$ cat src/design/fcsh_pkg.sv
// fcsh_pkg: constants and carriers for the flash command sequencer host.
// assumes a parallel nor flash on the far side of the pins, strobe timed.
// What this block does
// - sector is chosen by sector_select_bits alone; host drives them.
// - host writes every command cycle except array and id reads.
// - F0 at any address returns to read mode; host uses it after id or failure.
// - id readout is three writes then one read.
// - host copies addr_ff bit 21 to top_address_bit in id cycles three and four.
// - protect verify: top_address_bit low for sectors 0-31, high 32-63.
// - shortcut program needs shortcut mode entry first.
// - shortcut mode holds until its exit sequence.
package fcsh_pkg;
  localparam int ADDR_W = 22;
  localparam int DATA_W = 16;
  // command register map of the controller
  localparam logic [3:0] REG_ADDR = 4'h0;
  localparam logic [3:0] REG_DATA = 4'h1;
  localparam logic [3:0] REG_CMD = 4'h2;
  localparam logic [3:0] REG_STAT = 4'h3;
  localparam logic [3:0] REG_RDATA = 4'h4;
  localparam logic [3:0] REG_MODE = 4'h5;
  // operation codes written to REG_CMD
  localparam logic [3:0] OP_READ = 4'h0;
  localparam logic [3:0] OP_RESET = 4'h1;
  localparam logic [3:0] OP_IDREAD = 4'h2;
  localparam logic [3:0] OP_REG_ENTER = 4'h3;
  localparam logic [3:0] OP_REG_EXIT = 4'h4;
  localparam logic [3:0] OP_CFI = 4'h5;
  localparam logic [3:0] OP_PROG = 4'h6;
  localparam logic [3:0] OP_SC_ENTER = 4'h7;
  localparam logic [3:0] OP_SC_PROG = 4'h8;
  localparam logic [3:0] OP_SC_EXIT = 4'h9;
  localparam logic [3:0] OP_CHIP_ERASE = 4'hA;
  localparam logic [3:0] OP_SECT_ERASE = 4'hB;
  localparam logic [3:0] OP_SUSPEND = 4'hC;
  localparam logic [3:0] OP_RESUME = 4'hD;
  // status bit positions
  localparam int ST_BUSY = 0;
  localparam int ST_SHORTCUT = 1;
  localparam int ST_ERASING = 2;
  localparam int ST_SUSPENDED = 3;
  localparam int ST_REFUSED = 4;
  localparam int ST_FAIL = 5;
  localparam int ST_IDMODE = 6;
  localparam int FAIL_BIT = 5;
  // unlock addresses and command codes
  localparam logic [11:0] UNL1_WORD = 12'h555;
  localparam logic [11:0] UNL2_WORD = 12'h2AA;
  localparam logic [11:0] UNL1_BYTE = 12'hAAA;
  localparam logic [11:0] UNL2_BYTE = 12'h555;
  localparam logic [7:0] CD_UNL1 = 8'hAA;
  localparam logic [7:0] CD_UNL2 = 8'h55;
  localparam logic [7:0] CD_RESET = 8'hF0;
  localparam logic [7:0] CD_ID = 8'h90;
  localparam logic [7:0] CD_REGION = 8'h88;
  localparam logic [7:0] CD_PROG = 8'hA0;
  localparam logic [7:0] CD_SHORT = 8'h20;
  localparam logic [7:0] CD_ESETUP = 8'h80;
  localparam logic [7:0] CD_CHIP = 8'h10;
  localparam logic [7:0] CD_SECT = 8'h30;
  localparam logic [7:0] CD_SUSP = 8'hB0;
  localparam logic [7:0] CD_CFI = 8'h98;
  localparam logic [7:0] CD_ZERO = 8'h00;
  localparam logic [11:0] CFI_WORD = 12'h055;
  localparam logic [11:0] CFI_BYTE = 12'h0AA;
  // bus cycle timing, in mclk cycles at 125 MHz
  localparam int CLK_NS = 8;
  localparam int T_SETUP_NS = 30;
  localparam int T_PULSE_NS = 40;
  localparam int T_HOLD_NS = 30;
  localparam int T_SUSP_US = 20;
  localparam int N_SETUP = (T_SETUP_NS + CLK_NS - 1) / CLK_NS;
  localparam int N_PULSE = (T_PULSE_NS + CLK_NS - 1) / CLK_NS;
  localparam int N_HOLD = (T_HOLD_NS + CLK_NS - 1) / CLK_NS;
  localparam int N_SUSP = T_SUSP_US * 1000 / CLK_NS;
  // one bus cycle on the flash pins
  typedef struct packed {
    logic wr;
    logic [ADDR_W-1:0] addr;
    logic [DATA_W-1:0] data;
  } fcsh_cyc_type;
  typedef struct packed {
    logic ce_n;
    logic we_n;
    logic oe_n;
    logic dq_oe;
  } fcsh_pins_type;
endpackage : fcsh_pkg

$ cat src/design/fcsh_top.sv
// fcsh_top: host controller that drives a nor flash through its pins.
// assumes one 125 MHz clock; software talks over a strobe register port.
//
// Chosen here: the strobed register port and the placing of the registers.
`timescale 1ns/1ps
module fcsh_top #(
  parameter int SUSP_CYCLES = fcsh_pkg::N_SUSP
) (
  // clock and reset
  input wire logic mclk_in,
  input wire logic rst_n_in,
  // software register port
  input wire logic [3:0] reg_addr_in,
  input wire logic [31:0] reg_wdata_in,
  input wire logic reg_wr_in,
  input wire logic reg_rd_in,
  output logic [31:0] reg_rdata_out,
  // flash pins
  output logic [fcsh_pkg::ADDR_W-1:0] flash_addr_out,
  output logic [fcsh_pkg::DATA_W-1:0] flash_dq_out,
  output logic flash_dq_oe_out,
  input wire logic [fcsh_pkg::DATA_W-1:0] flash_dq_in,
  output logic flash_ce_n_out,
  output logic flash_we_n_out,
  output logic flash_oe_n_out
);
  typedef enum logic [2:0] {S_IDLE, S_CHECK, S_SETUP, S_PULSE, S_HOLD,
    S_NEXT} fcsh_state_type;
  localparam int SEQ_MAX = 6;

  logic rst_s1_ff, rst_ff;
  always_ff @(posedge mclk_in or negedge rst_n_in) begin
    if (!rst_n_in) begin
      rst_s1_ff <= 1'b0;
      rst_ff <= 1'b0;
    end else begin
      rst_s1_ff <= 1'b1;
      rst_ff <= rst_s1_ff;
    end
  end
  wire rst_n = rst_ff;

  logic [fcsh_pkg::DATA_W-1:0] dq_s1_ff, dq_s2_ff;
  always_ff @(posedge mclk_in) begin
    dq_s1_ff <= flash_dq_in;
    dq_s2_ff <= dq_s1_ff;
  end

  // software registers
  logic [fcsh_pkg::ADDR_W-1:0] addr_ff;
  logic [fcsh_pkg::DATA_W-1:0] wdata_ff, rdata_ff;
  logic byte_mode_ff, shortcut_ff, erasing_ff, suspended_ff;
  logic idmode_ff, refused_ff, fail_ff;
  logic [3:0] op_ff;
  fcsh_state_type state_ff;
  logic [2:0] idx_ff, len_ff;
  logic [7:0] cnt_ff;
  logic [15:0] susp_cnt_ff;
  logic [31:0] rd_mux;

  // a sequence of up to six cycles; built from the current op
  function automatic fcsh_pkg::fcsh_cyc_type cyc(input logic wr,
      input logic [11:0] a, input logic [7:0] d);
    cyc.wr = wr;
    cyc.addr = {10'h000, a};
    cyc.data = {8'h00, d};
  endfunction : cyc

  wire [11:0] u1 = byte_mode_ff ? fcsh_pkg::UNL1_BYTE : fcsh_pkg::UNL1_WORD;
  wire [11:0] u2 = byte_mode_ff ? fcsh_pkg::UNL2_BYTE : fcsh_pkg::UNL2_WORD;
  fcsh_pkg::fcsh_cyc_type seq [SEQ_MAX];
  logic [2:0] seq_len;
  logic op_ok;
  fcsh_pkg::fcsh_cyc_type user_rd, user_wr, sa_cyc;
  assign user_rd = '{wr: 1'b0, addr: addr_ff, data: '0};
  assign user_wr = '{wr: 1'b1, addr: addr_ff, data: wdata_ff};
  // only sector_select_bits steer the erase target
  assign sa_cyc = '{wr: 1'b1, addr: {addr_ff[21:16], 16'h0000},
                   data: {8'h00, fcsh_pkg::CD_SECT}};

  always_comb begin
    for (int i = 0; i < SEQ_MAX; i++) seq[i] = user_rd;
    seq_len = 3'd1;
    op_ok = 1'b1;
    seq[0] = cyc(1'b1, u1, fcsh_pkg::CD_UNL1);
    seq[1] = cyc(1'b1, u2, fcsh_pkg::CD_UNL2);
    case (op_ff)
      fcsh_pkg::OP_READ: begin
        seq[0] = user_rd;
      end
      fcsh_pkg::OP_RESET: begin
        seq[0] = cyc(1'b1, 12'h000, fcsh_pkg::CD_RESET);
      end
      fcsh_pkg::OP_IDREAD: begin
        // three writes then one read, top_address_bit taken from addr_ff
        // set it in addr_ff bit 21 to check sectors 32-63
        seq[2] = cyc(1'b1, u1, fcsh_pkg::CD_ID);
        seq[2].addr[21] = addr_ff[21];
        seq[3] = user_rd;
        seq_len = 3'd4;
        op_ok = !shortcut_ff;
      end
      fcsh_pkg::OP_REG_ENTER: begin
        seq[2] = cyc(1'b1, u1, fcsh_pkg::CD_REGION);
        seq_len = 3'd3;
        op_ok = !shortcut_ff && !erasing_ff;
      end
      fcsh_pkg::OP_REG_EXIT: begin
        seq[2] = cyc(1'b1, u1, fcsh_pkg::CD_ID);
        seq[3] = cyc(1'b1, 12'h000, fcsh_pkg::CD_ZERO);
        seq_len = 3'd4;
      end
      fcsh_pkg::OP_CFI: begin
        seq[0] = cyc(1'b1, byte_mode_ff ? fcsh_pkg::CFI_BYTE
                 : fcsh_pkg::CFI_WORD, fcsh_pkg::CD_CFI);
      end
      fcsh_pkg::OP_PROG: begin
        seq[2] = cyc(1'b1, u1, fcsh_pkg::CD_PROG);
        seq[3] = user_wr;
        seq_len = 3'd4;
        op_ok = !shortcut_ff && !(erasing_ff && !suspended_ff);
      end
      fcsh_pkg::OP_SC_ENTER: begin
        seq[2] = cyc(1'b1, u1, fcsh_pkg::CD_SHORT);
        seq_len = 3'd3;
        op_ok = !shortcut_ff && !erasing_ff;
      end
      fcsh_pkg::OP_SC_PROG: begin
        seq[0] = cyc(1'b1, 12'h000, fcsh_pkg::CD_PROG);
        seq[1] = user_wr;
        seq_len = 3'd2;
        op_ok = shortcut_ff;
      end
      fcsh_pkg::OP_SC_EXIT: begin
        seq[0] = cyc(1'b1, 12'h000, fcsh_pkg::CD_ID);
        seq[1] = cyc(1'b1, 12'h000, fcsh_pkg::CD_ZERO);
        seq_len = 3'd2;
        op_ok = shortcut_ff;
      end
      fcsh_pkg::OP_CHIP_ERASE, fcsh_pkg::OP_SECT_ERASE: begin
        seq[2] = cyc(1'b1, u1, fcsh_pkg::CD_ESETUP);
        seq[3] = cyc(1'b1, u1, fcsh_pkg::CD_UNL1);
        seq[4] = cyc(1'b1, u2, fcsh_pkg::CD_UNL2);
        seq[5] = (op_ff == fcsh_pkg::OP_SECT_ERASE) ? sa_cyc
                 : cyc(1'b1, u1, fcsh_pkg::CD_CHIP);
        seq_len = 3'd6;
        op_ok = !shortcut_ff && !erasing_ff;
      end
      fcsh_pkg::OP_SUSPEND: begin
        seq[0] = cyc(1'b1, 12'h000, fcsh_pkg::CD_SUSP);
        op_ok = erasing_ff && !suspended_ff;
      end
      fcsh_pkg::OP_RESUME: begin
        seq[0] = cyc(1'b1, 12'h000, fcsh_pkg::CD_SECT);
        op_ok = suspended_ff;
      end
      default: begin
        op_ok = 1'b0;
      end
    endcase
  end

  wire busy = (state_ff != S_IDLE);
  wire cmd_wr = reg_wr_in && (reg_addr_in == fcsh_pkg::REG_CMD);
  wire start = cmd_wr && !busy;
  wire [3:0] new_op = reg_wdata_in[3:0];
  fcsh_pkg::fcsh_cyc_type cur;
  assign cur = seq[idx_ff];
  wire cnt_done = (cnt_ff == 8'd0);
  wire last = (idx_ff == len_ff - 3'd1);

  // sequencer: strobes fall after setup so the address is stable
  // and rise with data still driven for the hold time
  always_ff @(posedge mclk_in or negedge rst_n) begin
    if (!rst_n) begin
      state_ff <= S_IDLE;
      idx_ff <= 3'd0;
      len_ff <= 3'd1;
      cnt_ff <= 8'd0;
      flash_ce_n_out <= 1'b1;
      flash_we_n_out <= 1'b1;
      flash_oe_n_out <= 1'b1;
      flash_dq_oe_out <= 1'b0;
      flash_addr_out <= '0;
      flash_dq_out <= '0;
      rdata_ff <= '0;
    end else begin
      case (state_ff)
        S_IDLE: begin
          if (start) state_ff <= S_CHECK;
        end
        // legality is judged one cycle late, once op_ff holds the new op
        S_CHECK: begin
          state_ff <= op_ok ? S_SETUP : S_IDLE;
          idx_ff <= 3'd0;
          len_ff <= seq_len;
          cnt_ff <= 8'(fcsh_pkg::N_SETUP);
        end
        S_SETUP: begin
          flash_addr_out <= cur.addr;
          flash_dq_out <= cur.data;
          flash_dq_oe_out <= cur.wr;
          flash_ce_n_out <= 1'b0;
          cnt_ff <= cnt_ff - 8'd1;
          if (cnt_done) begin
            state_ff <= S_PULSE;
            cnt_ff <= 8'(fcsh_pkg::N_PULSE);
          end
        end
        S_PULSE: begin
          flash_we_n_out <= !cur.wr;
          flash_oe_n_out <= cur.wr;
          cnt_ff <= cnt_ff - 8'd1;
          if (cnt_done) begin
            state_ff <= S_HOLD;
            cnt_ff <= 8'(fcsh_pkg::N_HOLD);
            if (!cur.wr) rdata_ff <= dq_s2_ff;
          end
        end
        S_HOLD: begin
          flash_we_n_out <= 1'b1;
          flash_oe_n_out <= 1'b1;
          cnt_ff <= cnt_ff - 8'd1;
          if (cnt_done) state_ff <= S_NEXT;
        end
        S_NEXT: begin
          flash_ce_n_out <= 1'b1;
          flash_dq_oe_out <= 1'b0;
          if (last) begin
            state_ff <= S_IDLE;
          end else begin
            idx_ff <= idx_ff + 3'd1;
            state_ff <= S_SETUP;
            cnt_ff <= 8'(fcsh_pkg::N_SETUP);
          end
        end
        default: state_ff <= S_IDLE;
      endcase
    end
  end

  // mode tracking of the far device
  wire done = (state_ff == S_NEXT) && last;
  always_ff @(posedge mclk_in or negedge rst_n) begin
    if (!rst_n) begin
      shortcut_ff <= 1'b0;
      erasing_ff <= 1'b0;
      suspended_ff <= 1'b0;
      idmode_ff <= 1'b0;
      susp_cnt_ff <= 16'd0;
    end else begin
      if (susp_cnt_ff != 16'd0) susp_cnt_ff <= susp_cnt_ff - 16'd1;
      if (done) begin
        case (op_ff)
          fcsh_pkg::OP_RESET: begin
            idmode_ff <= 1'b0;
            if (!suspended_ff) erasing_ff <= 1'b0;
          end
          fcsh_pkg::OP_IDREAD: idmode_ff <= 1'b1;
          fcsh_pkg::OP_SC_ENTER: shortcut_ff <= 1'b1;
          fcsh_pkg::OP_SC_EXIT: shortcut_ff <= 1'b0;
          fcsh_pkg::OP_SECT_ERASE: erasing_ff <= 1'b1;
          fcsh_pkg::OP_SUSPEND: begin
            suspended_ff <= 1'b1;
            susp_cnt_ff <= 16'(SUSP_CYCLES);
          end
          fcsh_pkg::OP_RESUME: suspended_ff <= 1'b0;
          default: ;
        endcase
      end
    end
  end

  // register port
  wire fail_seen = done && (op_ff == fcsh_pkg::OP_READ)
                   && rdata_ff[fcsh_pkg::FAIL_BIT];
  always_ff @(posedge mclk_in or negedge rst_n) begin
    if (!rst_n) begin
      addr_ff <= '0;
      wdata_ff <= '0;
      op_ff <= fcsh_pkg::OP_READ;
      byte_mode_ff <= 1'b0;
      refused_ff <= 1'b0;
      fail_ff <= 1'b0;
      reg_rdata_out <= '0;
    end else begin
      if (reg_wr_in && reg_addr_in == fcsh_pkg::REG_ADDR)
        addr_ff <= reg_wdata_in[fcsh_pkg::ADDR_W-1:0];
      if (reg_wr_in && reg_addr_in == fcsh_pkg::REG_DATA)
        wdata_ff <= reg_wdata_in[fcsh_pkg::DATA_W-1:0];
      if (reg_wr_in && reg_addr_in == fcsh_pkg::REG_MODE && !busy)
        byte_mode_ff <= reg_wdata_in[0];
      if (start) op_ff <= new_op;
      // set wins over clear
      if (reg_wr_in && reg_addr_in == fcsh_pkg::REG_STAT) begin
        refused_ff <= refused_ff & ~reg_wdata_in[fcsh_pkg::ST_REFUSED];
        fail_ff <= fail_ff & ~reg_wdata_in[fcsh_pkg::ST_FAIL];
      end
      if (cmd_wr && busy) refused_ff <= 1'b1;
      if (state_ff == S_CHECK && !op_ok) refused_ff <= 1'b1;
      if (fail_seen) fail_ff <= 1'b1;
      reg_rdata_out <= '0;
      if (reg_rd_in) reg_rdata_out <= rd_mux;
    end
  end

  wire [6:0] stat = {idmode_ff, fail_ff, refused_ff, suspended_ff,
                     erasing_ff, shortcut_ff,
                     busy || (susp_cnt_ff != 16'd0)};
  assign rd_mux =
    (reg_addr_in == fcsh_pkg::REG_ADDR)  ? {10'h000, addr_ff} :
    (reg_addr_in == fcsh_pkg::REG_DATA)  ? {16'h0000, wdata_ff} :
    (reg_addr_in == fcsh_pkg::REG_CMD)   ? {28'h0000000, op_ff} :
    (reg_addr_in == fcsh_pkg::REG_STAT)  ? {25'h0000000, stat} :
    (reg_addr_in == fcsh_pkg::REG_RDATA) ? {16'h0000, rdata_ff} :
    (reg_addr_in == fcsh_pkg::REG_MODE)  ? {31'h00000000, byte_mode_ff} :
    32'h00000000;
endmodule : fcsh_top

$ cat config.mk
export PLATFORM = sky130hd
export DESIGN_NAME = fcsh_top
export DESIGN_NICKNAME = d
export VERILOG_FILES = /design/src/design/fcsh_pkg.sv /design/src/design/fcsh_top.sv
export SDC_FILE = /design/constraint.sdc
export NUM_CORES = 1
export LEC_CHECK = 0
export ABC_AREA = 0
export ABC_CLOCK_PERIOD_IN_PS = 6500
export BUFFER_PORTS_ARGS = -buffer_cell sky130_fd_sc_hd__buf_2
export CAP_MARGIN = 20
export CORE_ASPECT_RATIO = 0.8
export CORE_MARGIN = 1
export CORE_UTILIZATION = 40
export DETAILED_ROUTE_END_ITERATION = 6
export PLACE_DENSITY = 0.69
export SLEW_MARGIN = 30
export SYNTH_ARGS = -nofsm -noshare
export SYNTH_HDL_FRONTEND = slang
export SYNTH_SLANG_ARGS = --single-unit
$ cat constraint.sdc
create_clock -name mclk_in -period 6.5 [get_ports mclk_in]
set_input_delay 1.95 -clock mclk_in [delete_from_list [all_inputs] [get_ports mclk_in]]
set_output_delay 1.95 -clock mclk_in [all_outputs]
set_load 0.01 [all_outputs]
---- Yosys cells after proc, flatten, opt, wreduce, memory -nomap -nowiden ----
Index checks and enable logic that the tools add are counted.
word-level totals
  memory bits (read-only) ................. 0
  logic and storage cells ................. 172
  bits of input ports ..................... 56
  memories ................................ 0
  bits in writable memories ............... 0
  bits in registers ....................... 206
  output and inout port bits .............. 74
  latch bits .............................. 0
cells by class
  magnitude comparators ................... 1
  eq/ne operators ......................... 30
  multipliers ............................. 0
  divide/modulo/power cells ............... 0
  bitwise gates (word level) .............. 6
  reduce and logical (&&, ||, !) cells .... 53
  muxes and demuxes ....................... 51
  shifts and indexed selects .............. 0
  add/sub/neg operators ................... 4
operators with widths
  kind                                                                  count
  39-bit one-hot mux with 7 select lines                                1
  39-bit one-hot mux with 6 select lines                                1
  39-bit binary-select mux with 3-bit select                            1
  39-bit one-hot mux with 3 select lines                                1
  16-bit 2-to-1 mux                                                     7
  39-bit 2-to-1 mux                                                     2
  78-bit 2-to-1 mux                                                     1
  38-bit one-hot mux with 2 select lines                                1
  22-bit 2-to-1 mux                                                     2
  8-bit one-hot mux with 5 select lines                                 1
  38-bit 2-to-1 mux                                                     1
  8-bit 2-to-1 mux                                                      4
  4-bit by 3-bit == test with 1-bit output, second input constant       6
  4-bit == test, second input constant                                  6
  3-bit one-hot mux with 6 select lines                                 1
  4-bit by 2-bit == test with 1-bit output, second input constant       4
  1-bit one-hot mux with 2 select lines                                 8
  16-bit nonzero test                                                   1
  2-bit nonzero test                                                    8
  16-bit by 1-bit subtractor with 16-bit output, second input constant  1
  1-bit logical AND                                                     15
  3-bit 2-to-1 mux                                                      5
  12-bit 2-to-1 mux                                                     1
  2-bit inequality test, second input constant                          6
  other kinds (31)                                                      60

---- Longest topological paths before layout ----
  depth after elaboration ................. 8
  depth in mapped cells ................... 8
  gate-level depth less buffers ........... 7

---- Least setup slack after synthesis ----
Ideal clock, no wire load.
  path type ............................... input -> register
  from .................................... input port reg_addr_in[3]
  to ...................................... register wdata_ff[10] (netlist name)
  path slack .............................. 3.144 ns
  cell stages on the path ................. 5
  buffers on the path ..................... 2
  arrival time ............................ 3.232 ns
  required time ........................... 6.375 ns
  library setup time ...................... 0.125 ns
  cells stage by stage .................... clkbuf_1 -> nor4b_4 -> nand2_1 -> buf_2 -> mux2_2
on the way
  longest elaborated chain between the ends .. 2
RTL lines
  what                                      line             text
  start: declaration                        fcsh_top.sv:13   input wire logic [3:0] reg_addr_in,
  4-bit by 1-bit == test with 1-bit output  fcsh_top.sv:289  if (reg_wr_in && reg_addr_in == fcsh_pkg::REG_DATA)
  1-bit logical AND                         fcsh_top.sv:289
  end signal: assignment                    fcsh_top.sv:290  wdata_ff <= reg_wdata_in[fcsh_pkg::DATA_W-1:0];
  end: declaration                          fcsh_top.sv:51   logic [fcsh_pkg::DATA_W-1:0] wdata_ff, rdata_ff;
No other way between the ends.
A chain may end at the register's enable or synchronous reset.

---- Worst setup path in the final report ----
  from .................................... input port reg_addr_in[0]
  to ...................................... register wdata_ff[8] (netlist name)
The elaborated chain is that of the path after synthesis.

==> out/qor.yml <==
critical_path:
  crit_buf_inv: 1
  worstPathArrival_ns: 4.25
  critPathMaxStageDelay_ns: 0.84
  cp_max_fo: 17
  end_kind: "flop"
  crit_required_ns: 6.82
  start_kind: "input port"
  timing.rr.start: "op_ff[1]"
  crit_path_top_delay_cell: "nor4b_4"
  worst-setup-path-type: "input port to flop"
  crit_start: "reg_addr_in[0]"
  crit_family: "simple AND/OR/NAND/NOR gates"
  crit_chain: "buf_2 > nor4b_4 > nand2_1 > mux2_2"
floorplan:
  rows: 48
  die_w_um: 170.3
  die_area_um2: 23280
  core_um2: 21920
  die_height_um: 136.7
  io_pins: 130
  start_util_pct: 41.36
synthesis:
  synth-seq-area-share_pct: 52.39
  syn_area_per_cell_um2: 10.73
  synth_cell_types: 84
  async_reset_ff_share_pct: 83.67
  synthTopCellsByCount: "160 x dfrtp_1, 65 x nor2_1, 60 x nand2_1"
  synth_area_um2: 9066
  yosys_warnings: 0
  synth_seq_cells: 196
  synth_edf_count: 0
  synth_top_area_cell: "dfrtp_1"
  synth_top_area_share_pct: 44.16
  synthTopCellsByArea: "dfrtp_1 44%, dfxtp_1 7.1%, mux2_2 6.2%"
  syn_inst: 845
  synth_ff_type: "dfrtp_1"
  synth_most_common_cell: "dfrtp_1"
clock_tree:
  cts.path.max_buffers: 2
  post_cts_resize_count: 0
  root_buffer: "clkbuf_16"
  htreeDepth: 4
  clkSlewWorstSetupHoldPaths_ns: 0.08
  post_cts_buffers: 0
  clkSinkCount: 196
  cts_hold_buf: 0
  numCtsBuffers: 17
  cts_tree: "built"
  worst_skew_pair.late_latency_ns: 0.44
global_routing:
  grt_pass1_wl_mm: 36.54
  antenna_found_initial: 1
  grt_max_degree: 86
  grt_overflow_total: 0
  grt_pass1_vias: 6611
  grtUsageTotal_pct: 20.43
sta:
  rsz0062_at_grt: "no"
  hold_ws_ns: 0.2968
  worst_pin_slew_ns: 1.029
  finClkSkew_ns: 0.01407
  hold_viol: 0
  fin_crit_sh_pct: 60.43
  slew_headroom_pct: 31.37
  slew_violations: 0
  setup_tns_ns: 0
  fmax_ghz: 0.2546
  post-route-min-period_ns: 3.928
  finalSetupViolCount: 0
routing:
  via_count: 6941
  drtPass1Iterations: 6
  drcViolationCount: 0
  post_drt_wl_per_cell_um: 18.45
  viasPerCell: 5.584
  wl_mm: 22.93
  ant_nets: 0
  drtIter0Drc: 644
final_layout:
  area_growth_pct: 15.53
  drive_gt1_share_pct: 25.34
  antennaDiodeCount: 0
  nets: 992
pwr:
  ir_drop_uv: 182.9
  static-leakage-power_uw: 0.004744
  power_density_nw_per_um2: 414.6
placement:
  port_buffers: 109
  dp_hpwl_mm: 16.06
  gp_congestion: 0.9067
status:
  status: "complete, no violations"
flow_run:
  max-cap-violations: 0
min_path:
  hp-class: "flop to asynchronous set/reset pin"
## worst reg2reg max path, cell delays in order, from the launching register on
cell	delay [ns]
dfrtp_1	0.52
buf_4	0.41
and3b_1	0.65
o21ai_0	0.19
o21bai_1	0.54
nor2_1	0.11
a221o_1	0.28
## cell usage in the layout (no fill, tap or decap), types with 6 or more instances in the layout
cell / netlist / layout
nand2_1: 60 / 60
dfxtp_1: 32 / 32
and2_1: 9 / 9
buf_2: 26 / 109
a22oi_1: 10 / 10
a22o_1: 20 / 20
clkbuf_16: 0 / 17
nor4_1: 6 / 6
ha_1: 6 / 6
inv_1: 20 / 20
a32oi_1: 6 / 6
inv_12: 0 / 6
nor3b_1: 6 / 6
buf_4: 10 / 10
nand3_1: 10 / 10
a211o_1: 7 / 7
a211oi_1: 7 / 7
and3_1: 8 / 8
mux2_4: 10 / 10
o211ai_1: 7 / 7
o21ai_0: 57 / 57
conb_1: 2 / 11
a21oi_1: 38 / 38
nor2_1: 65 / 65
xnor2_1: 15 / 15
mux2_2: 50 / 50
dfrtp_1: 160 / 159
a2bb2oi_1: 10 / 10
nand2b_1: 7 / 7
nor2b_1: 22 / 22
nor3_1: 17 / 17
a222oi_1: 12 / 12
## cells by family (layout without fill, tap and decap cells)
family	after synthesis	count (layout)	share of synthesized area (%)
other cells	2	11	0.08284
fa+ha+maj	7	7	0.9384
buf+inv	85	174	4.375
compound gates	229	229	17.78
xor+xnor	17	17	1.808
simple gates	245	245	14.32
flops	196	196	52.39
mux	64	64	8.308
## power by group
group          leakage [uW]  internal [uW]  switching [uW]
logic               0.00207            592             866
clock network      0.000321            559             598
registers           0.00235           1470             257
total               0.00474           2620            1720
## path summary, 6_finish.rpt
kind                                 endpoint  slack (ns)  depth (start not counted)
min                                 cnt_ff[4]        0.30                          0
min reg2reg                         cnt_ff[4]        0.30                          0
max in group asynchronous   reg_rdata_out[13]        5.07                          1
min in group mclk_in              dq_s2_ff[5]        0.33                          0
max                               wdata_ff[8]        2.57                          4
max reg2reg                flash_addr_out[10]        3.68                          6
## registers in the layout, indices dropped and copies added (netlist names), 4 cells and up
signal / count
addr_ff: 22
rdata_ff: 16
cnt_ff: 8
flash_addr_out: 22
flash_dq_out: 16
dq_s1_ff: 16
susp_cnt_ff: 16
wdata_ff: 16
dq_s2_ff: 16
reg_rdata_out: 22
op_ff: 4
## layer usage
metal | vias up | part of all wire, % | GRT usage [%]
li1 | 3236 | - | -
met1 | 3431 | 49 | 30.49
met2 | 255 | 42 | 28.76
met3 | 17 | 8.3 | 6.217
met4 | 2 | 0.84 | 4.505
met5 | - | 0.057 | 0
## stage by stage
stage | power, uW | area (um2) | setup WS (ns) | utilization [%] | std cells
2_1_floorplan | 2741 | 9100 | 1.599 | - | 854
3_3_place_gp | 3154 | 9802 | 2.201 | 44.71 | 1211
3_5_place_dp | 3176 | 9806 | 2.176 | 44.73 | 1211
4_1_cts | 4338 | 10470 | 2.639 | 47.78 | 1243
5_1_grt | 4596 | 10470 | 2.453 | 47.78 | 1243
6_report | 4342 | 10470 | 2.572 | 47.78 | 1243
## cell type report
cell class / count / area (um2)
Fill cell: 2039 / 11450
Sequential cell: 196 / 4753
Multi-Input combinational cell: 573 / 3963
Timing Repair Buffer: 120 / 631.9
Clock buffer: 17 / 425.4
Tap cell: 300 / 375.4
Clock inverter: 15 / 242.7
Inverter: 22 / 82.58
Note: power is estimated with default switching activity, not from simulation.
